[src/css_pkg.sv]
// constants, operation codes and cycle numbers for the chebyshev sine sequencer
// assumes the processor runs on the same clock as the sequencer
package css_pkg;

    // ------------------------------------------------------------------
    // pin field widths and fixed settings
    // ------------------------------------------------------------------
    localparam int          HALF_W       = 32;
    localparam int          CYC_W        = 6;
    localparam int          WAIT_W       = 3;
    localparam logic [1:0]  RND_DEFAULT  = 2'h0;
    localparam logic [1:0]  RND_TRUNCATE_OP    = 2'h1;
    localparam logic [2:0]  PIPE_CFG     = 3'h2;
    // extra cycles spent on the external compare decision
    localparam logic [2:0]  DECIDE_WAIT  = 3'h5;

    // ------------------------------------------------------------------
    // sequence cycle numbers
    // ------------------------------------------------------------------
    localparam logic [5:0] CYC_IDLE     = 6'h00;
    localparam logic [5:0] CYC_X        = 6'h01;
    localparam logic [5:0] CYC_TWO_PI   = 6'h02;
    localparam logic [5:0] CYC_ADD1_A   = 6'h03;
    localparam logic [5:0] CYC_ONE_A    = 6'h04;
    localparam logic [5:0] CYC_QUARTER  = 6'h05;
    localparam logic [5:0] CYC_TRUNCATE_OP_A  = 6'h06;
    localparam logic [5:0] CYC_TRUNCATE_OP_B  = 6'h07;
    localparam logic [5:0] CYC_TIMES4   = 6'h08;
    localparam logic [5:0] CYC_TO_DBL   = 6'h09;
    localparam logic [5:0] CYC_SUB      = 6'h0A;
    localparam logic [5:0] CYC_CMP      = 6'h0B;
    localparam logic [5:0] CYC_DECIDE   = 6'h0C;
    localparam logic [5:0] CYC_FOLD     = 6'h0D;
    localparam logic [5:0] CYC_SQUARE   = 6'h0E;
    localparam logic [5:0] CYC_TIMES2_A = 6'h0F;
    localparam logic [5:0] CYC_TIMES2_B = 6'h10;
    localparam logic [5:0] CYC_MINUS_A  = 6'h11;
    localparam logic [5:0] CYC_NEG_ONE  = 6'h12;
    localparam logic [5:0] CYC_C8       = 6'h13;
    localparam logic [5:0] CYC_CORE_LO  = 6'h14;
    localparam logic [5:0] CYC_CORE_HI  = 6'h2A;
    localparam logic [5:0] CYC_COEF_LO  = 6'h15;
    localparam logic [5:0] CYC_COEF_OFS = 6'h12;
    localparam logic [5:0] CYC_FINAL    = 6'h2B;
    localparam logic [5:0] CYC_DUMMY    = 6'h2C;
    localparam logic [5:0] CYC_RES_HI   = 6'h2D;
    localparam logic [5:0] CYC_RES_LO   = 6'h2E;
    localparam logic [5:0] CORE_STRIDE  = 6'h03;
    localparam logic [5:0] CORE_MUL_PH  = 6'h02;

    // ------------------------------------------------------------------
    // instruction codes on the instruction port (encoding is local)
    // ------------------------------------------------------------------
    typedef enum logic [3:0] {
        OP_NOP       = 4'h0,
        OP_MUL_RA_RB = 4'h1,
        OP_ADD_PR_RB = 4'h2,
        OP_MUL_SR_RB = 4'h3,
        OP_DBL_TO_INT= 4'h4,
        OP_INT_TO_DBL= 4'h5,
        OP_SUB_CR_SR = 4'h6,
        OP_COMPARE   = 4'h7,
        OP_SUB_RB_CR = 4'h8,
        OP_PASS_CR   = 4'h9,
        OP_MUL_CR_CR = 4'hA,
        OP_MUL_RA_PR = 4'hB,
        OP_MUL_SR_CR = 4'hC,
        OP_DUMMY     = 4'hD
    } css_op_t;

    // operand sources for the two input buses
    typedef enum logic [3:0] {
        OPD_NONE    = 4'h0,
        OPD_X       = 4'h1,
        OPD_TWO_PI  = 4'h2,
        OPD_ONE     = 4'h3,
        OPD_QUARTER = 4'h4,
        OPD_INT4    = 4'h5,
        OPD_TWO     = 4'h6,
        OPD_NEG_ONE = 4'h7,
        OPD_COEF    = 4'h8,
        OPD_FOLD    = 4'h9
    } css_opd_t;

    // ------------------------------------------------------------------
    // double precision constants and the integer four
    // ------------------------------------------------------------------
    localparam logic [63:0] DP_TWO_PI  = 64'h3FE45F306DC9C883;
    localparam logic [63:0] DP_ONE     = 64'h3FF0000000000000;
    localparam logic [63:0] DP_QUARTER = 64'h3FD0000000000000;
    localparam logic [63:0] DP_TWO     = 64'h4000000000000000;
    localparam logic [63:0] DP_NEG_ONE = 64'hBFF0000000000000;
    localparam logic [63:0] INT_FOUR   = 64'h0000000000000004;
    localparam int          N_COEF     = 9;
    // index 0 is the highest order term
    localparam logic [63:0] COEF [N_COEF] = '{
        64'h3D19D46B7D4C8F32, 64'hBD962909C5C01ED6, 64'h3E0D53517735F927,
        64'hBE7CC930FD0ADA9D, 64'h3EE3E0AF61F7677F, 64'hBF41E5FDEF25C403,
        64'h3F92A9FB40C119ED, 64'hBFD23B03366AA0C9, 64'h3FF4464BCC8CBA1F
    };

endpackage : css_pkg

[src/css_const_rom.sv]
// operand constant table for the sine sequencer
// assumes x and the folded value are supplied by the caller
`timescale 1ns/1ps
module css_const_rom (
    input  wire logic [3:0]  i_sel,
    input  wire logic [3:0]  i_coef_idx,
    input  wire logic [63:0] i_x,
    input  wire logic [63:0] i_fold,
    output logic      [63:0] o_value
);

    // ------------------------------------------------------------------
    // selection
    // ------------------------------------------------------------------
    // out of range coefficient index gives zero, never reached in sequence
    wire        coef_ok = (i_coef_idx < 4'(css_pkg::N_COEF));
    wire [63:0] coef_v  = coef_ok ? css_pkg::COEF[i_coef_idx] : 64'h0;

    always_comb begin
        case (css_pkg::css_opd_t'(i_sel))
            css_pkg::OPD_X:       o_value = i_x;
            css_pkg::OPD_TWO_PI:  o_value = css_pkg::DP_TWO_PI;
            css_pkg::OPD_ONE:     o_value = css_pkg::DP_ONE;
            css_pkg::OPD_QUARTER: o_value = css_pkg::DP_QUARTER;
            css_pkg::OPD_INT4:    o_value = css_pkg::INT_FOUR;
            css_pkg::OPD_TWO:     o_value = css_pkg::DP_TWO;
            css_pkg::OPD_NEG_ONE: o_value = css_pkg::DP_NEG_ONE;
            css_pkg::OPD_COEF:    o_value = coef_v;
            css_pkg::OPD_FOLD:    o_value = i_fold;
            default:              o_value = 64'h0;
        endcase
    end

endmodule : css_const_rom

[src/css_sequencer.sv]
// sequencer that drives the floating point processor through the sine routine
// assumes the processor shares i_clk and answers on the y bus with fixed latency
// Operation
// - input is radians; values handled are 64-bit double precision except the integer four.
// - reduced value above 1.0 folds to 2.0 minus it, else kept.
// - rounding control truncates during the two conversion cycles, else default.
// - pipeline configuration stays fixed at 010 for the whole sequence.
// - two over pi constant presented right after the input value.
// - controller reads compare outcome and picks subtract or pass path.
// - one no-operation after compare, then exactly one of two alternatives; the sequencer issues six no-operations there.
// - folded value appears on y bus two cycles; controller captures it.
// - controller stores folded value and feeds it back for final multiply.
// - sequence takes 46 device cycles plus five decision cycles.
// - nine fixed coefficient patterns supplied from highest to constant term.
`timescale 1ns/1ps
module css_sequencer (
    input  wire logic        i_clk,
    input  wire logic        i_rst_n,
    // user side
    input  wire logic        i_start,
    input  wire logic [63:0] i_x,
    output logic             o_busy,
    output logic             o_done,
    output logic      [63:0] o_result,
    // processor side
    output logic      [31:0] o_da,
    output logic      [31:0] o_db,
    output logic      [3:0]  o_instr,
    output logic             o_clk_mode,
    output logic      [1:0]  o_rounding_control,
    output logic      [2:0]  o_pipeline_configuration,
    input  wire logic [31:0] i_y,
    input  wire logic        i_compare_gt
);

    // ------------------------------------------------------------------
    // state
    // ------------------------------------------------------------------
    logic [5:0]  cyc_q;      // cycle being decoded
    logic [5:0]  cur_q;      // cycle now shown on the pins
    logic [2:0]  wait_q;
    logic        run_q;
    logic        fold_q;
    logic [63:0] x_q;
    logic [63:0] fold_val_q;
    logic [63:0] res_q;
    logic        done_q;

    // ------------------------------------------------------------------
    // cycle decode
    // ------------------------------------------------------------------
    wire [5:0] core_off  = cyc_q - css_pkg::CYC_CORE_LO;
    wire [5:0] core_ph   = core_off % css_pkg::CORE_STRIDE;
    wire       in_core   = (cyc_q >= css_pkg::CYC_CORE_LO) && (cyc_q <= css_pkg::CYC_CORE_HI);
    wire [5:0] coef_off  = cyc_q - css_pkg::CYC_COEF_LO;
    wire       coef_slot = (cyc_q == css_pkg::CYC_C8) ||
                           (in_core && (cyc_q >= css_pkg::CYC_COEF_LO) &&
                            ((coef_off % css_pkg::CORE_STRIDE) == 6'h00));
    wire [5:0] coef_idx6 = (cyc_q - css_pkg::CYC_COEF_OFS) / css_pkg::CORE_STRIDE;
    wire [3:0] coef_idx  = coef_idx6[3:0];
    wire       core_mul  = in_core && (core_ph == css_pkg::CORE_MUL_PH);
    wire       in_wait   = (cyc_q == css_pkg::CYC_DECIDE) && (wait_q < css_pkg::DECIDE_WAIT);

    // instruction for a cycle; the fold choice picks one alternative only
    function automatic css_pkg::css_op_t op_of(input logic [5:0] c, input logic f,
                                               input logic cm, input logic ic);
        css_pkg::css_op_t r;
        r = css_pkg::OP_NOP;
        case (c)
            css_pkg::CYC_X, css_pkg::CYC_TWO_PI:       r = css_pkg::OP_MUL_RA_RB;
            css_pkg::CYC_ADD1_A, css_pkg::CYC_ONE_A:   r = css_pkg::OP_ADD_PR_RB;
            css_pkg::CYC_QUARTER, css_pkg::CYC_TIMES4: r = css_pkg::OP_MUL_SR_RB;
            css_pkg::CYC_TRUNCATE_OP_A, css_pkg::CYC_TRUNCATE_OP_B: r = css_pkg::OP_DBL_TO_INT;
            css_pkg::CYC_TO_DBL:   r = css_pkg::OP_INT_TO_DBL;
            css_pkg::CYC_SUB:      r = css_pkg::OP_SUB_CR_SR;
            css_pkg::CYC_CMP:      r = css_pkg::OP_COMPARE;
            css_pkg::CYC_DECIDE:   r = css_pkg::OP_NOP;
            css_pkg::CYC_FOLD:     r = f ? css_pkg::OP_SUB_RB_CR : css_pkg::OP_PASS_CR;
            css_pkg::CYC_SQUARE:   r = css_pkg::OP_MUL_CR_CR;
            css_pkg::CYC_TIMES2_A, css_pkg::CYC_TIMES2_B: r = css_pkg::OP_MUL_RA_PR;
            css_pkg::CYC_MINUS_A, css_pkg::CYC_NEG_ONE:   r = css_pkg::OP_ADD_PR_RB;
            css_pkg::CYC_C8:       r = css_pkg::OP_MUL_SR_RB;
            css_pkg::CYC_FINAL:    r = css_pkg::OP_MUL_SR_RB;
            css_pkg::CYC_DUMMY:    r = css_pkg::OP_DUMMY;
            default: begin
                if (ic) begin
                    r = cm ? css_pkg::OP_MUL_SR_CR : css_pkg::OP_ADD_PR_RB;
                end
            end
        endcase
        return r;
    endfunction : op_of

    // operand source per cycle
    function automatic css_pkg::css_opd_t opd_of(input logic [5:0] c, input logic f,
                                                 input logic cs);
        css_pkg::css_opd_t r;
        r = css_pkg::OPD_NONE;
        case (c)
            css_pkg::CYC_X:        r = css_pkg::OPD_X;
            css_pkg::CYC_TWO_PI:   r = css_pkg::OPD_TWO_PI;
            css_pkg::CYC_ONE_A, css_pkg::CYC_TRUNCATE_OP_A: r = css_pkg::OPD_ONE;
            css_pkg::CYC_QUARTER:  r = css_pkg::OPD_QUARTER;
            css_pkg::CYC_TIMES4:   r = css_pkg::OPD_INT4;
            css_pkg::CYC_FOLD:     r = f ? css_pkg::OPD_TWO : css_pkg::OPD_NONE;
            css_pkg::CYC_TIMES2_A: r = css_pkg::OPD_TWO;
            css_pkg::CYC_NEG_ONE:  r = css_pkg::OPD_NEG_ONE;
            css_pkg::CYC_FINAL:    r = css_pkg::OPD_FOLD;
            default: begin
                if (cs) begin
                    r = css_pkg::OPD_COEF;
                end
            end
        endcase
        return r;
    endfunction : opd_of

    wire css_pkg::css_op_t  op_d  = run_q ? op_of(cyc_q, fold_q, core_mul, in_core)
                                          : css_pkg::OP_NOP;
    wire css_pkg::css_opd_t opd_d = run_q ? opd_of(cyc_q, fold_q, coef_slot)
                                          : css_pkg::OPD_NONE;
    // clock mode high on cycles that end a two-step operation
    wire cm_d = run_q && !in_wait &&
                ((cyc_q == css_pkg::CYC_QUARTER) || (cyc_q == css_pkg::CYC_TO_DBL) ||
                 (cyc_q == css_pkg::CYC_SUB) || (cyc_q == css_pkg::CYC_CMP) ||
                 (cyc_q == css_pkg::CYC_FOLD) || (cyc_q == css_pkg::CYC_SQUARE) ||
                 (cyc_q == css_pkg::CYC_C8) || (cyc_q == css_pkg::CYC_FINAL) || core_mul);
    wire truncate_op_d = run_q && ((cyc_q == css_pkg::CYC_TRUNCATE_OP_A) ||
                             (cyc_q == css_pkg::CYC_TRUNCATE_OP_B));
    wire [1:0] rnd_d = truncate_op_d ? css_pkg::RND_TRUNCATE_OP : css_pkg::RND_DEFAULT;

    wire [63:0] operand;
    css_const_rom u_rom (
        .i_sel      (opd_d),
        .i_coef_idx (coef_idx),
        .i_x        (x_q),
        .i_fold     (fold_val_q),
        .o_value    (operand)
    );

    // ------------------------------------------------------------------
    // cycle counter; holds at the decision nop for the external choice
    // ------------------------------------------------------------------
    wire start_ok = i_start && !o_busy;
    wire last     = (cyc_q == css_pkg::CYC_RES_LO);

    always_ff @(posedge i_clk) begin
        if (!i_rst_n) begin
            run_q  <= 1'b0;
            cyc_q  <= css_pkg::CYC_IDLE;
            wait_q <= 3'h0;
        end else if (start_ok) begin
            run_q  <= 1'b1;
            cyc_q  <= css_pkg::CYC_X;
            wait_q <= 3'h0;
        end else if (run_q) begin
            if (in_wait) begin
                wait_q <= wait_q + 3'h1;
            end else if (last) begin
                run_q <= 1'b0;
                cyc_q <= css_pkg::CYC_IDLE;
            end else begin
                cyc_q <= cyc_q + 6'h01;
            end
        end
    end

    // ------------------------------------------------------------------
    // registered pins
    // ------------------------------------------------------------------
    always_ff @(posedge i_clk) begin
        if (!i_rst_n) begin
            o_da               <= 32'h0;
            o_db               <= 32'h0;
            o_instr            <= css_pkg::OP_NOP;
            o_clk_mode         <= 1'b0;
            o_rounding_control <= css_pkg::RND_DEFAULT;
            cur_q              <= css_pkg::CYC_IDLE;
        end else begin
            o_da               <= operand[63:32];
            o_db               <= operand[31:0];
            o_instr            <= op_d;
            o_clk_mode         <= cm_d;
            o_rounding_control <= rnd_d;
            cur_q              <= run_q ? cyc_q : css_pkg::CYC_IDLE;
        end
    end

    // fixed for the whole routine; it sets each result's latency
    assign o_pipeline_configuration = css_pkg::PIPE_CFG;

    // ------------------------------------------------------------------
    // captures from the device: compare outcome, folded value, result
    // ------------------------------------------------------------------
    // compare sampled on the cycle after the last wait cycle so the device has time to settle
    wire take_cmp = run_q && (cyc_q == css_pkg::CYC_DECIDE) &&
                    (wait_q == css_pkg::DECIDE_WAIT);

    always_ff @(posedge i_clk) begin
        if (!i_rst_n) begin
            x_q        <= 64'h0;
            fold_q     <= 1'b0;
            fold_val_q <= 64'h0;
            res_q      <= 64'h0;
            done_q     <= 1'b0;
        end else begin
            if (start_ok) begin
                x_q <= i_x;
            end
            if (take_cmp) begin
                fold_q <= i_compare_gt;
            end
            if (cur_q == css_pkg::CYC_SQUARE) begin
                fold_val_q[63:32] <= i_y;
            end
            if (cur_q == css_pkg::CYC_TIMES2_A) begin
                fold_val_q[31:0] <= i_y;
            end
            if (cur_q == css_pkg::CYC_RES_HI) begin
                res_q[63:32] <= i_y;
            end
            if (cur_q == css_pkg::CYC_RES_LO) begin
                res_q[31:0] <= i_y;
            end
            done_q <= (cur_q == css_pkg::CYC_RES_LO);
        end
    end

    assign o_result = res_q;
    assign o_done   = done_q;
    assign o_busy   = run_q || (cur_q != css_pkg::CYC_IDLE) || done_q;

endmodule : css_sequencer

[config.mk]
export PLATFORM = sky130hd
export DESIGN_NAME = css_sequencer
export DESIGN_NICKNAME = d
export VERILOG_FILES = /design/src/css_pkg.sv /design/src/css_const_rom.sv /design/src/css_sequencer.sv
export SDC_FILE = /design/constraint.sdc
export NUM_CORES = 1
export LEC_CHECK = 0
export ABC_AREA = 1
export BUFFER_PORTS_ARGS = -buffer_cell sky130_fd_sc_hd__buf_2
export CAP_MARGIN = 20
export CORE_MARGIN = 2
export CORE_UTILIZATION = 40
export CTS_BUF_LIST = sky130_fd_sc_hd__clkbuf_4 sky130_fd_sc_hd__clkbuf_8 sky130_fd_sc_hd__clkbuf_16
export DETAILED_ROUTE_END_ITERATION = 8
export PLACE_DENSITY = 0.67
export SETUP_SLACK_MARGIN = 0.4
export SLEW_MARGIN = 20
export SYNTH_ARGS = -nofsm -noshare
export SYNTH_HDL_FRONTEND = slang
export SYNTH_SLANG_ARGS = --single-unit
[constraint.sdc]
create_clock -name i_clk -period 6.6 [get_ports i_clk]
set_clock_uncertainty 0.15 [all_clocks]
set_input_delay 0.66 -clock i_clk [delete_from_list [all_inputs] [get_ports i_clk]]
set_output_delay 0.66 -clock i_clk [all_outputs]
set_load 0.05 [all_outputs]
# Yosys cells after proc, flatten, opt, wreduce, memory -nomap -nowiden
# Memory sizes are Yosys's and may differ from the RTL's.
# Index checks and enable logic that the tools add are counted.
# word_totals
register_bits	281
latchBits	0
mem_bits_rw	0
elab_cells	133
output_inout_bits	140
input_bits	100
mem_count	1
rom_bits	1024
# memory_table
name	depth	word_bits	rd	rd_clocked_by_memory_dff	wr	line_no	source
(name not given)	16	64	1	0	0	css_const_rom.sv:17	wire [63:0] coef_v = coef_ok ? css_pkg::COEF[i_coef_idx] : 64'h0;
# op_classes
n_addsub	5
n_reduce_logical	39
shifts	0
n_mul	0
div_mod_pow	3
bitwise_logic	3
order_cmp	6
mux	21
eq_ne	38
# op_table
op	count
$pmux 64 s9	1
$mux 64	3
$eq 6x4->1 const B	10
$pmux 4 s12	1
$pmux 4 s9	1
$eq 6x6->1 const B	5
$eq 6x3->1 const B	4
$eq 6x5->1 const B	4
$eq 6x2->1 const B	3
$sub 6x5->6 const B	3
$eq 4x3->1 const B	4
$mux 4	4
$ge 6x5->1 const B	2
$logic_or 1x1->1	12
$mod 6x2->6 const B	2
$logic_and 1x1->1	11
$reduce_or 2->1	5
$mux 1	9
$eq 4x2->1 const B	2
$eq 4x4->1 const B	2
$reduce_and 2->1	4
$reduce_or 4->1	2
$add 6x1->6 const B	1
$div 6x2->6 const B	1
17 further kinds	19

# Depth between registers and ports, before layout
# Gate-level depths: netlist of the first run.
# logic_depth
ltp_word	10
depth_mapped	44
depth_no_buf	41

# Hierarchy
# A second synthesis of the first run with hierarchy kept.
# hier_totals
cells_unflattened	2015
area_unflattened_um2	13554.2
# modules_own_cells
module	cells_per_inst	seq_area_each_um2	area_per_inst_um2	n_inst
css_sequencer	1544	5605.4	11383.4	1
css_const_rom	471	0.0	2170.8	1

# Least setup slack after synthesis of the first run
# No wires, ideal clock.
# synth_path
path_type	register to register
from	reg cyc_q[1]
to	reg o_db[11]
stages_incl_launch_ff	40
setup_ps	128
path_buffers	2
arrival_ps	4711
slack_ps	1611
required_time_ps	6322
synth_period_minus_slack_ps	4989
path_cell_list	dfxtp_1 buf_2 inv_1 ha_1 o21ai_0 xor2_1 inv_1 ha_1 ha_1 inv_1 nand2_1 nand3_2 nand3_2 nand2_2 nand3_2 nand3_1 nand2_1 nand2_1 [... 4 more ...] nor2_4 nand2_2 nand2_2 nand2_2 ha_1 inv_1 nand3_1 inv_1 nand2_1 nand2_1 nand3_2 nand2_2 nand2_4 nand3_1 buf_2 nand3_1 nor2_1 nor2_1
# synth_between
elab_chain_cells	10
word_cells_on_any_way	43
classes_between	add/sub: 2; div: 2; order compare: 4; eq/ne: 20; mux: 7; bitwise: 1; reduce/logical: 6; memory: 1
# synth_rtl
element	line_no	source
start, declared	css_sequencer.sv:39	logic [5:0] cyc_q;
start signal, assigned	css_sequencer.sv:150	cyc_q <= css_pkg::CYC_IDLE;
start signal, assigned	css_sequencer.sv:154	cyc_q <= css_pkg::CYC_X;
start signal, assigned	css_sequencer.sv:161	cyc_q <= css_pkg::CYC_IDLE;
$sub 6x5->6, or another cell as far along	css_sequencer.sv:55	wire [5:0] coef_off = cyc_q - css_pkg::CYC_COEF_LO;
$mod 6x2->6 / $logic_and 1x1->1 (equally long branches)	css_sequencer.sv:58, css_sequencer.sv:54	
$logic_not 6->1 / $logic_and 1x1->1 (equally long branches)	css_sequencer.sv:58, css_sequencer.sv:57	
$logic_and 1x1->1	css_sequencer.sv:57	(in_core && (cyc_q >= css_pkg::CYC_COEF_LO) &&
$logic_or 1x1->1	css_sequencer.sv:56	wire coef_slot = (cyc_q == css_pkg::CYC_C8) ||
$mux 4	css_sequencer.sv:110	if (cs) begin
$pmux 4 s9	css_sequencer.sv:99	case (c)
$mux 4	css_sequencer.sv:120	wire css_pkg::css_opd_t opd_d = run_q ? opd_of(cyc_q, fold_q, coef_slot)
$eq 4x4->1, or another cell as far along	css_const_rom.sv:20	case (css_pkg::css_opd_t'(i_sel))
$pmux 64 s9 *	css_const_rom.sv:20	
end signal, assigned	css_sequencer.sv:181	o_db <= operand[31:0];
end, declared	css_sequencer.sv:27	output logic [31:0] o_db,
# Every way passes the cells marked *; elsewhere a longest branch is shown, timed or not. The select of a mux whose other input is x is not followed.
# A chain may end at the register's enable or synchronous reset.

# Worst setup path after layout of the first run
# layout_path
from	reg cyc_q[3]
to	reg o_da[1]
# layout_between
elab_chain_cells	10
word_cells_on_any_way	43
classes_between	add/sub: 2; div: 2; order compare: 4; eq/ne: 20; mux: 7; bitwise: 1; reduce/logical: 6; memory: 1
# layout_rtl
element	line_no	source
$sub 6x5->6, or another cell as far along	css_sequencer.sv:55	
$mod 6x2->6 / $logic_and 1x1->1 (equally long branches)	css_sequencer.sv:58, css_sequencer.sv:54	
$logic_not 6->1 / $logic_and 1x1->1 (equally long branches)	css_sequencer.sv:58, css_sequencer.sv:57	
$logic_and 1x1->1	css_sequencer.sv:57	
$logic_or 1x1->1	css_sequencer.sv:56	
$mux 4	css_sequencer.sv:110	
$pmux 4 s9	css_sequencer.sv:99	
$mux 4	css_sequencer.sv:120	
$eq 4x4->1, or another cell as far along	css_const_rom.sv:20	
$pmux 64 s9 *	css_const_rom.sv:20	
end signal, assigned	css_sequencer.sv:180	o_da <= operand[63:32];
end, declared	css_sequencer.sv:26	output logic [31:0] o_da,
# Marks and branches as above.

==> impl_metrics.py, run 1 <==
metrics = {
    "run_status": {
        "outcome": "completed",
    },
    "job": {
        "cap_violations": 0,
    },
    "route": {
        "wl_per_cell_um": 16.66,
        "ant_nets": 0,
        "viasPerCell": 5.199,
        "vias": 13530,
        "remaining_drc_errors": 0,
        "drtIter0Drc": 1104,
        "dr.pass1.iters": 6,
        "routed_wl_um": 43350,
    },
    "logic_synthesis": {
        "synth_xor_area_frac": 0.007846,
        "synth_mux_area_frac": 0,
        "ys_seq_elements": 280,
        "synth_warnings": 0,
        "yosysUniqueCellTypes": 47,
        "syn_inst": 1945,
        "synth_top_family_by_area": "simple AND/OR/NAND/NOR gates",
        "postSynthAreaPerCell_um2": 6.887,
        "synth_compound_area_frac": 0.1446,
        "yosysSeqAreaShare": 0.4185,
        "yosys.area_share.adder": 0.03830,
        "post_synth_and_or_nand_nor_area_fraction": 0.3036,
        "syn_area_um2": 13400,
    },
    "sta": {
        "fin_tns_setup_ps": 0,
        "rsz0062_at_grt": "false",
        "min_period_over_period": 0.8537,
        "timing.slew.headroom": 0.2799,
        "min_period_ps": 5635,
        "setup_violations": 0,
        "hold_viol": 0,
        "tightest_slew_ps": 1080,
        "slew_viol_final": 0,
        "fmaxAchievable_ghz": 0.1775,
    },
    "cells_and_area": {
        "finalCoreUtilization": 0.4796,
        "fillCellCount": 3408,
        "area_delta_synth_final_pct": 19.17,
        "drive_gt1_frac": 0.1685,
        "nets": 2272,
        "diodes": 0,
    },
    "power": {
        "p_int_uw": 3007,
        "pwr-share-comb": 0.148,
        "peakVddDrop_mv": 0.1971,
        "power_uw": 4183,
        "p_per_area_nw_per_um2": 262.1,
        "p_sw_uw": 1176,
        "p_clk_frac": 0.432,
        "switching_share": 0.2811,
        "leakage_uw": 0.007187,
        "seqPwrFrac": 0.421,
    },
    "cts": {
        "hold_buffers": 0,
        "htreeDepth": 1,
        "cts_buffers": 31,
        "cts_root_buf": "clkbuf_16",
        "ctsLongestPathBuffers": 3,
        "cts_tree": "yes",
        "clk_pin_slew_ps": 60,
        "post_cts_buffers": 0,
        "cts.sinks": 280,
        "clkLatencyLatePin_ps": 560,
        "ctsResizeCount": 0,
    },
    "global_route": {
        "track_usage": 0.2396,
        "grt_pass1_wl_um": 68240,
        "grt_start_max_net_pins": 117,
        "antenna_found_initial": 0,
        "grt-ovfl-total": 0,
        "grt_pass1_vias": 12350,
    },
    "floorplan": {
        "core_um2": 33280,
        "dieArea_um2": 34970,
        "die_h_um": 187,
        "rows": 67,
        "start_util": 0.4025,
        "fp.dieW_um": 187,
        "io_pins": 240,
    },
    "worst_setup_path": {
        "worst_path_largest_cell_delay_ps": 530,
        "crit_family": "simple AND/OR/NAND/NOR gates",
        "worstPathMaxFanout": 59,
        "crit_path_end_kind": "flip-flop",
        "worstPathRequired_ps": 6930,
        "slowest_stage": "dfxtp_1",
        "worstSetupPathType": "reg2reg",
        "crit_top_cell": "inv_1",
        "cp-start-kind": "flip-flop",
        "crit_buf_inv": 9,
        "arrival_ps": 5960,
    },
    "place": {
        "gp_congestion": 0.9917,
        "numPortBuffers": 235,
        "dp_hpwl_um": 31270,
    },
    "worst_hold_path": {
        "hold_class": "in2reg",
    },
}
## cell usage after synthesis, drive strengths merged
cell type | instances | area share
nand4 | 29 | 0.014
clkbuf | 73 | 0.020
o22ai | 1 | 0.00047
a211oi | 1 | 0.00056
clkinv | 3 | 0.00084
nor4 | 6 | 0.0028
conb | 2 | 0.00056
xor2 | 11 | 0.0072
a21boi | 2 | 0.0020
ha | 41 | 0.038
and2 | 1 | 0.00047
a31oi | 8 | 0.0037
o32ai | 1 | 0.00065
o21ai | 230 | 0.086
inv | 173 | 0.048
nor3 | 22 | 0.0082
nor3b | 3 | 0.0017
nor2 | 427 | 0.12
o221ai | 1 | 0.00065
nand3b | 11 | 0.0062
nand2 | 312 | 0.090
o31ai | 2 | 0.0011
o311ai | 1 | 0.00065
xnor2 | 1 | 0.00065
o21bai | 1 | 0.00056
dfxtp | 280 | 0.42
nand3 | 139 | 0.056
o211ai | 4 | 0.0022
buf | 36 | 0.017
a21oi | 121 | 0.045
or2 | 2 | 0.00093
## flip-flops by register name, summed over array words and instances, names as in the netlist, 3 cells and up
name	count
cur_q	6
x_q	64
cyc_q	6
o_da	32
wait_q	3
o_instr	4
o_db	32
fold_val_q	64
o_result	64
## metrics by stage
step / instance area, µm² / cells / hold slack (ps) / worst slack [ps]
after floorplan: 13400 / 1947 / 274.5 / 1611
after global placement: 14830 / 2543 / 290.2 / 915.1
after detailed placement: 14860 / 2545 / 298.3 / 756.9
after CTS: 15940 / 2601 / 190.6 / 732.1
after global routing: 15960 / 2602 / 217.7 / 404.9
final: 15960 / 2602 / 206.3 / 965.4
## per-layer routing
metal | global-route usage | vias to the layer above | share of wire
met1 | 0.3524 | 6188 | 0.47
met3 | 0.05385 | 84 | 0.093
met2 | 0.3489 | 601 | 0.41
met4 | 0.06777 | 0 | 0.029
met5 | 0.002747 | - | 0
li1 | - | 6654 | -
## cell usage in the layout (no fill, tap or decap), drive strengths merged, types with 3 or more instances in the layout
cell	instances
nor2	427
nand2	312
dfxtp	280
buf	260
o21ai	230
inv	174
nand3	139
a21oi	121
clkbuf	45
ha	41
nand4	29
nor3	22
xor2	11
nand3b	11
a31oi	8
clkinv	8
nor4	6
o211ai	4
conb	4
nor3b	3
bufinv	3
## worst register-to-register path, delay by kind of cell (launching register included)
kind / cells / cell delay [ps]
and+or+nand+nor: 19 / 2280
adders and majority gates: 5 / 1050
buffers and inverters: 9 / 900
DFF: 1 / 530
AOI/OAI and AO/OA: 4 / 510
xor gates and xnor gates: 1 / 140
## final timing paths
check	startpoint	end	slack, ps	depth (start not counted)
worst max-delay path	cyc_q[3]	o_da[1]	970	38
worst min-delay path	i_x[49]	x_q[49]	210	3
worst max register to register	cyc_q[3]	o_da[1]	970	38
worst min register to register	x_q[50]	x_q[50]	310	2
## layout make-up
class | count | area, µm² | share of cell area
clock buffers | 45 | 930.9 | 0.05832
clock inverters | 11 | 150.1 | 0.009406
inverters | 176 | 663.1 | 0.04154
multi-input cells | 1382 | 6650 | 0.4166
flip-flops and latches | 280 | 5610 | 0.3515
well taps | 448 | 560.5 | 0.03512
repair buffers | 260 | 1398 | 0.08755
## power groups by stage
stage | Clock (µW) | Combinational, µW | Sequential [µW]
6_report | 1810 | 617 | 1760
2_1_floorplan | 0 | 399 | 1820
3_5_place_dp | 0 | 604 | 1800
4_1_cts | 1830 | 607 | 1760
5_1_grt | 1890 | 685 | 1760
3_3_place_gp | 0 | 598 | 1800
## logic make-up after synthesis
logic type | Yosys count
other cells | 2
buf+inv | 285
fa+ha+maj | 41
xor+xnor | 12
compound gates | 373
simple gates | 952
flops | 280
(Power assumes the default switching activity.)
==> run 2: changes to the inputs <==
CORE_UTILIZATION = 56   (was 40)
PLACE_DENSITY = 0.87   (was 0.67)
SYNTH_HIERARCHICAL = 1   (was not set)
==> impl_metrics.py, run 2 <==
metrics = {
    "run_status": {
        "outcome": "completed",
    },
    "logic_synthesis": {
        "yosys-top-cells-count": "407 x nand2_1, 407 x nor2_1, 280 x dfxtp_1",
        "synth_edf_count": 0,
        "syn_inst": 2015,
        "yosysTopAreaCell": "dfxtp_1",
        "postSynthAreaPerCell_um2": 6.727,
        "yosysSeqAreaShare": 0.4136,
        "synth_top_area_frac": 0.4136,
        "ys_seq_elements": 280,
        "ys_top_cells_by_area": "dfxtp_1 41%, nand2_1 11%, nor2_1 11%, nand3_1 7.2%, o21ai_0 7.2%",
        "yosysUniqueCellTypes": 49,
        "postSynth.asyncResetShare": 0,
        "synth-main-ff-cell": "dfxtp_1",
        "synth_warnings": 6,
        "syn_area_um2": 13550,
    },
    "route": {
        "dr.pass1.iters": 6,
        "vias": 14140,
        "ant_nets": 0,
        "drtIter0Drc": 1661,
        "wl_per_cell_um": 16.86,
        "viasPerCell": 5.540,
        "routed_wl_um": 43040,
        "remaining_drc_errors": 0,
    },
    "power": {
        "peakVddDrop_mv": 0.2190,
        "leakage_uw": 0.007998,
        "p_per_area_nw_per_um2": 257.8,
    },
    "global_route": {
        "track_usage": 0.3254,
        "met3_usage": 0.05679,
        "grt_pass1_vias": 13190,
        "grt_start_max_net_pins": 95,
        "top_usage_layer": "met2",
        "grt-ovfl-total": 0,
        "antenna_found_initial": 0,
        "grt_use_met2": 0.5248,
        "grt_pass1_wl_um": 67860,
        "use_met1": 0.4339,
    },
    "place": {
        "numPortBuffers": 235,
        "gp_congestion": 1.053,
        "place_inst": 2488,
        "dp_hpwl_um": 30760,
    },
    "cells_and_area": {
        "diodes": 0,
        "fillCellCount": 2041,
        "layoutNonFillerInstCount": 2552,
        "finalCoreUtilization": 0.6789,
        "area_delta_synth_final_pct": 18.27,
        "nets": 2353,
        "mostFrequentLayoutCells": "406 x nand2_1, 406 x nor2_1, 278 x dfxtp_1, 234 x buf_2",
        "drive_gt1_frac": 0.1742,
    },
    "sta": {
        "tightest_slew_ps": 1051,
        "hold_viol": 0,
        "whs_ps": 212.8,
        "min_period_over_period": 0.8868,
        "timing.slew.headroom": 0.2989,
        "fin_tns_setup_ps": 0,
        "fmaxAchievable_ghz": 0.1709,
        "rsz0062_at_grt": "true",
        "min_period_ps": 5853,
        "slew_viol_final": 0,
        "setup_violations": 0,
    },
    "floorplan": {
        "die_h_um": 159.6,
        "io_pins": 240,
        "fp.dieW_um": 159.6,
        "dieArea_um2": 25460,
        "rows": 56,
        "core_um2": 23610,
        "start_util": 0.5740,
    },
    "cts": {
        "cts_root_buf": "clkbuf_16",
        "htreeDepth": 1,
        "cts_tree": "yes",
        "cts.sinks": 280,
        "cts_buffers": 29,
        "ctsLongestPathBuffers": 3,
        "clkLatencyLatePin_ps": 560,
        "hold_buffers": 0,
        "clk_pin_slew_ps": 70,
    },
    "worst_hold_path": {
        "hold_class": "in2reg",
        "min_to": "x_q[61]",
        "holdPathStages": 3,
        "worstHoldStart": "i_x[61]",
    },
    "worst_setup_path": {
        "cp-start-kind": "flip-flop",
        "crit_top_cell": "nand2_1",
        "slowest_stage": "dfxtp_2",
        "crit_path_end_kind": "flip-flop",
        "crit_family": "simple AND/OR/NAND/NOR gates",
        "worstPathMaxFanout": 18,
        "ff2ff_setup_slack_ps": 750,
        "worst_path_largest_cell_delay_ps": 360,
        "arrival_ps": 6190,
        "r2r_start": "cyc_q[2]",
        "reg2reg_to": "o_db[1]",
        "crit_buf_inv": 6,
        "worstSetupPathType": "reg2reg",
        "r2r_cells": 36,
        "worstPathRequired_ps": 6930,
    },
    "job": {
        "cap_violations": 0,
    },
}
==> run 2: routing by layer <==
| layer | up-vias | wire length, µm |
|---|---|---|
| met5 | - | 0 |
| met1 | 6449 | 17890 |
| met2 | 790 | 19260 |
| met3 | 128 | 4115 |
| met4 | 0 | 1771 |
| li1 | 6772 | - |
==> run 2: final cells by class <==
type | instances | area [µm²] | share of cell area
multi-input combinational | 1425 | 6755 | 0.4214
tap | 319 | 399.1 | 0.02490
clock inverter | 15 | 198.9 | 0.01241
sequential | 280 | 5608 | 0.3498
clock buffer | 38 | 849.6 | 0.05300
inverter | 207 | 777.0 | 0.04847
timing repair buffer | 268 | 1443 | 0.08999
==> run 2: power breakdown <==
part	total, µW	internal, µW	switching (µW)	leakage (µW)
Sequential	1770	1740	31.8	0.00227
Combinational	605	176	428	0.00520
Clock	1760	1060	694	0.000522
Total	4130	2980	1150	0.00800
==> run 2: logic make-up after synthesis <==
| group | share of synthesized area |
|---|---|
| and+or+nand+nor | 0.3419 |
| buffers and inverters | 0.09296 |
| DFF | 0.4136 |
| AOI/OAI and AO/OA | 0.1052 |
| adders and majority gates | 0.03877 |
| xor gates and xnor gates | 0.007016 |
| other | 0.0005541 |
==> run 2: stage by stage <==
step                total power, µW  instance area (µm²)  setup WS [ps]
floorplan                      2196                13560           1281
global placement               2373                14850          977.2
detailed placement             2384                14850          584.9
CTS                            4119                15900          521.9
global route                   4271                16030          325.5
finish                         4133                16030          747.0
==> run 2: how the worst max path moves through the flow <==
stage,startpoint,endpoint,slack [ps],depth (start not counted)
after floorplan,cyc_q[1],o_db[1],1280,37
after global placement,cyc_q[2],o_da[5],980,33
after detailed placement,cyc_q[2],o_da[5],580,33
after CTS,cyc_q[2],o_da[5],520,33
after global routing,cyc_q[2],o_db[1],330,36
final,cyc_q[2],o_db[1],750,36
==> run 2: tightest hold or removal path, stage by stage <==
cell     delay [ps]
buf_2            70
o21ai_0          80
nor2_1           80
==> run 2: what timing repair did <==
item / CTS / global route
endpoints found under the setup margin: 0 / 64
setup buffers: 0 / 9
resized for setup: 0 / 9
==> run 3: changes to the inputs <==
CELL_PAD_IN_SITES_DETAIL_PLACEMENT = 2   (was not set)
CELL_PAD_IN_SITES_GLOBAL_PLACEMENT = 2   (was not set)
CORE_UTILIZATION = 31   (was 56)
PLACE_DENSITY = 0.88   (was 0.87)
==> impl_metrics.py, run 3 (synthesis gave the netlist of run 2 again) <==
metrics = {
    "run_status": {
        "outcome": "completed",
    },
    "sta": {
        "worst_slack_ps": 571.3,
        "setup_violations": 0,
        "fmaxAchievable_ghz": 0.1659,
        "min_period_over_period": 0.9134,
        "rsz0062_at_grt": "false",
        "slew_viol_final": 0,
        "fin_tns_setup_ps": 0,
        "timing.slew.headroom": 0.2310,
        "min_period_ps": 6029,
        "tightest_slew_ps": 1152,
        "hold_viol": 0,
    },
    "power": {
        "p_sw_uw": 1392,
        "pwr-share-comb": 0.154,
        "p_per_area_nw_per_um2": 273.5,
        "p_clk_frac": 0.454,
        "p_int_uw": 3147,
        "switching_share": 0.3066,
        "leakage_uw": 0.008096,
        "seqPwrFrac": 0.392,
        "peakVddDrop_mv": 0.1762,
    },
    "worst_setup_path": {
        "arrival_ps": 6350,
        "worstSetupPathType": "reg2reg",
        "crit_path_end_kind": "flip-flop",
        "worstPathMaxFanout": 23,
        "worst_path_largest_cell_delay_ps": 310,
        "slowest_stage": "dfxtp_1",
        "crit_top_cell": "nand2_1",
        "cp-start-kind": "flip-flop",
        "worstPathRequired_ps": 6920,
    },
    "cells_and_area": {
        "final_common_cell": "nor2_1",
        "layoutNonFillerInstCount": 2826,
        "mostFrequentLayoutCells": "405 x nor2_1, 403 x nand2_1, 278 x dfxtp_1, 234 x buf_2, 195 x nand3_1",
        "nets": 2359,
        "area_delta_synth_final_pct": 22.42,
        "drive_gt1_frac": 0.1798,
        "final-seq-area_um2": 5608,
        "diodes": 0,
        "final_area_um2": 16590,
        "fillCellCount": 5122,
        "multi_input_area_um2": 6754,
    },
    "route": {
        "dr.pass1.iters": 5,
        "vias": 14840,
        "ant_nets": 0,
        "routed_wl_um": 66540,
        "viasPerCell": 5.252,
        "drtIter0Drc": 1215,
        "remaining_drc_errors": 0,
        "wl_per_cell_um": 23.55,
    },
    "place": {
        "dp_hpwl_um": 44190,
        "place_inst": 2756,
        "place_area_um2": 15230,
        "numPortBuffers": 235,
        "gp_congestion": 0.9312,
        "place_ws_ps": 588.6,
    },
    "floorplan": {
        "die_h_um": 213.1,
        "rows": 76,
        "dieArea_um2": 45410,
        "fp.dieW_um": 213.1,
        "core_um2": 43080,
        "start_util": 0.3147,
        "io_pins": 240,
    },
    "cts": {
        "hold_buffers": 0,
        "ctsLongestPathBuffers": 3,
        "htreeDepth": 2,
        "cts.sinks": 280,
        "cts_buffers": 35,
        "cts_tree": "yes",
        "clkLatencyLatePin_ps": 560,
        "clk_pin_slew_ps": 60,
        "cts_root_buf": "clkbuf_16",
    },
    "worst_hold_path": {
        "hold_class": "in2reg",
    },
    "global_route": {
        "grt-ovfl-total": 0,
        "grt_start_max_net_pins": 91,
        "antenna_found_initial": 1,
        "grt_pass1_wl_um": 95620,
        "track_usage": 0.2785,
        "grt_pass1_vias": 15670,
    },
    "job": {
        "cap_violations": 0,
    },
}
run 3: worst paths after layout:
path | cells past startpoint | slack [ps] | to | start
worst min register to register | 2 | 320 | fold_val_q[44] | fold_val_q[44]
worst min-delay path | 3 | 220 | x_q[8] | i_x[8]
worst max-delay path | 35 | 570 | o_da[31] | cyc_q[1]
worst max register to register | 35 | 570 | o_da[31] | cyc_q[1]
run 3: repair_timing:
item / CTS / global route
setup buffers: 0 / 8
gates resized for setup: 2 / 16
pin swaps: 0 / 6
gates cloned: 0 / 1
setup endpoints to repair: 7 / 64
run 3: critical path, delay by kind of cell (launching register included):
family / cells / cell delay, ps
buffers and inverters: 6 / 930
DFF: 1 / 310
adders and majority gates: 5 / 1130
AOI/OAI and AO/OA: 3 / 650
and+or+nand+nor: 19 / 2350
xor gates and xnor gates: 2 / 390
run 3: area by class of cell:
class                      count  share of cell area
inverter                     207             0.04713
clock buffer                  52             0.06568
timing repair buffer         270             0.09086
sequential                   280              0.3380
clock inverter                 9            0.007239
multi-input combinational   1423              0.4070
tap                          585             0.04411
run 3: layer usage:
layer  global-route usage  wire, µm  share of wire
met5                    0         0              0
met4               0.1150      2948          0.044
met3              0.05457      3820          0.057
met2               0.4656     31450           0.47
met1               0.3502     28330           0.43
run 3: stage by stage:
| step | hold WS, ps | power [µW] | util |
|---|---|---|---|
| after floorplan | 289.1 | 2196 | - |
| after global placement | 299.0 | 2412 | 0.3534 |
| after detailed placement | 305.6 | 2446 | 0.3535 |
| after CTS | 199.4 | 4531 | 0.3818 |
| after global routing | 228.2 | 4691 | 0.3852 |
| final | 221.1 | 4539 | 0.3852 |
run 3: power groups by stage:
stage               clock network [µW]  registers, µW  logic (µW)
global placement                     0           1810         602
finish                            2060           1780         699
CTS                               2090           1780         661
detailed placement                   0           1810         634
global route                      2160           1780         749
floorplan                            0           1820         374
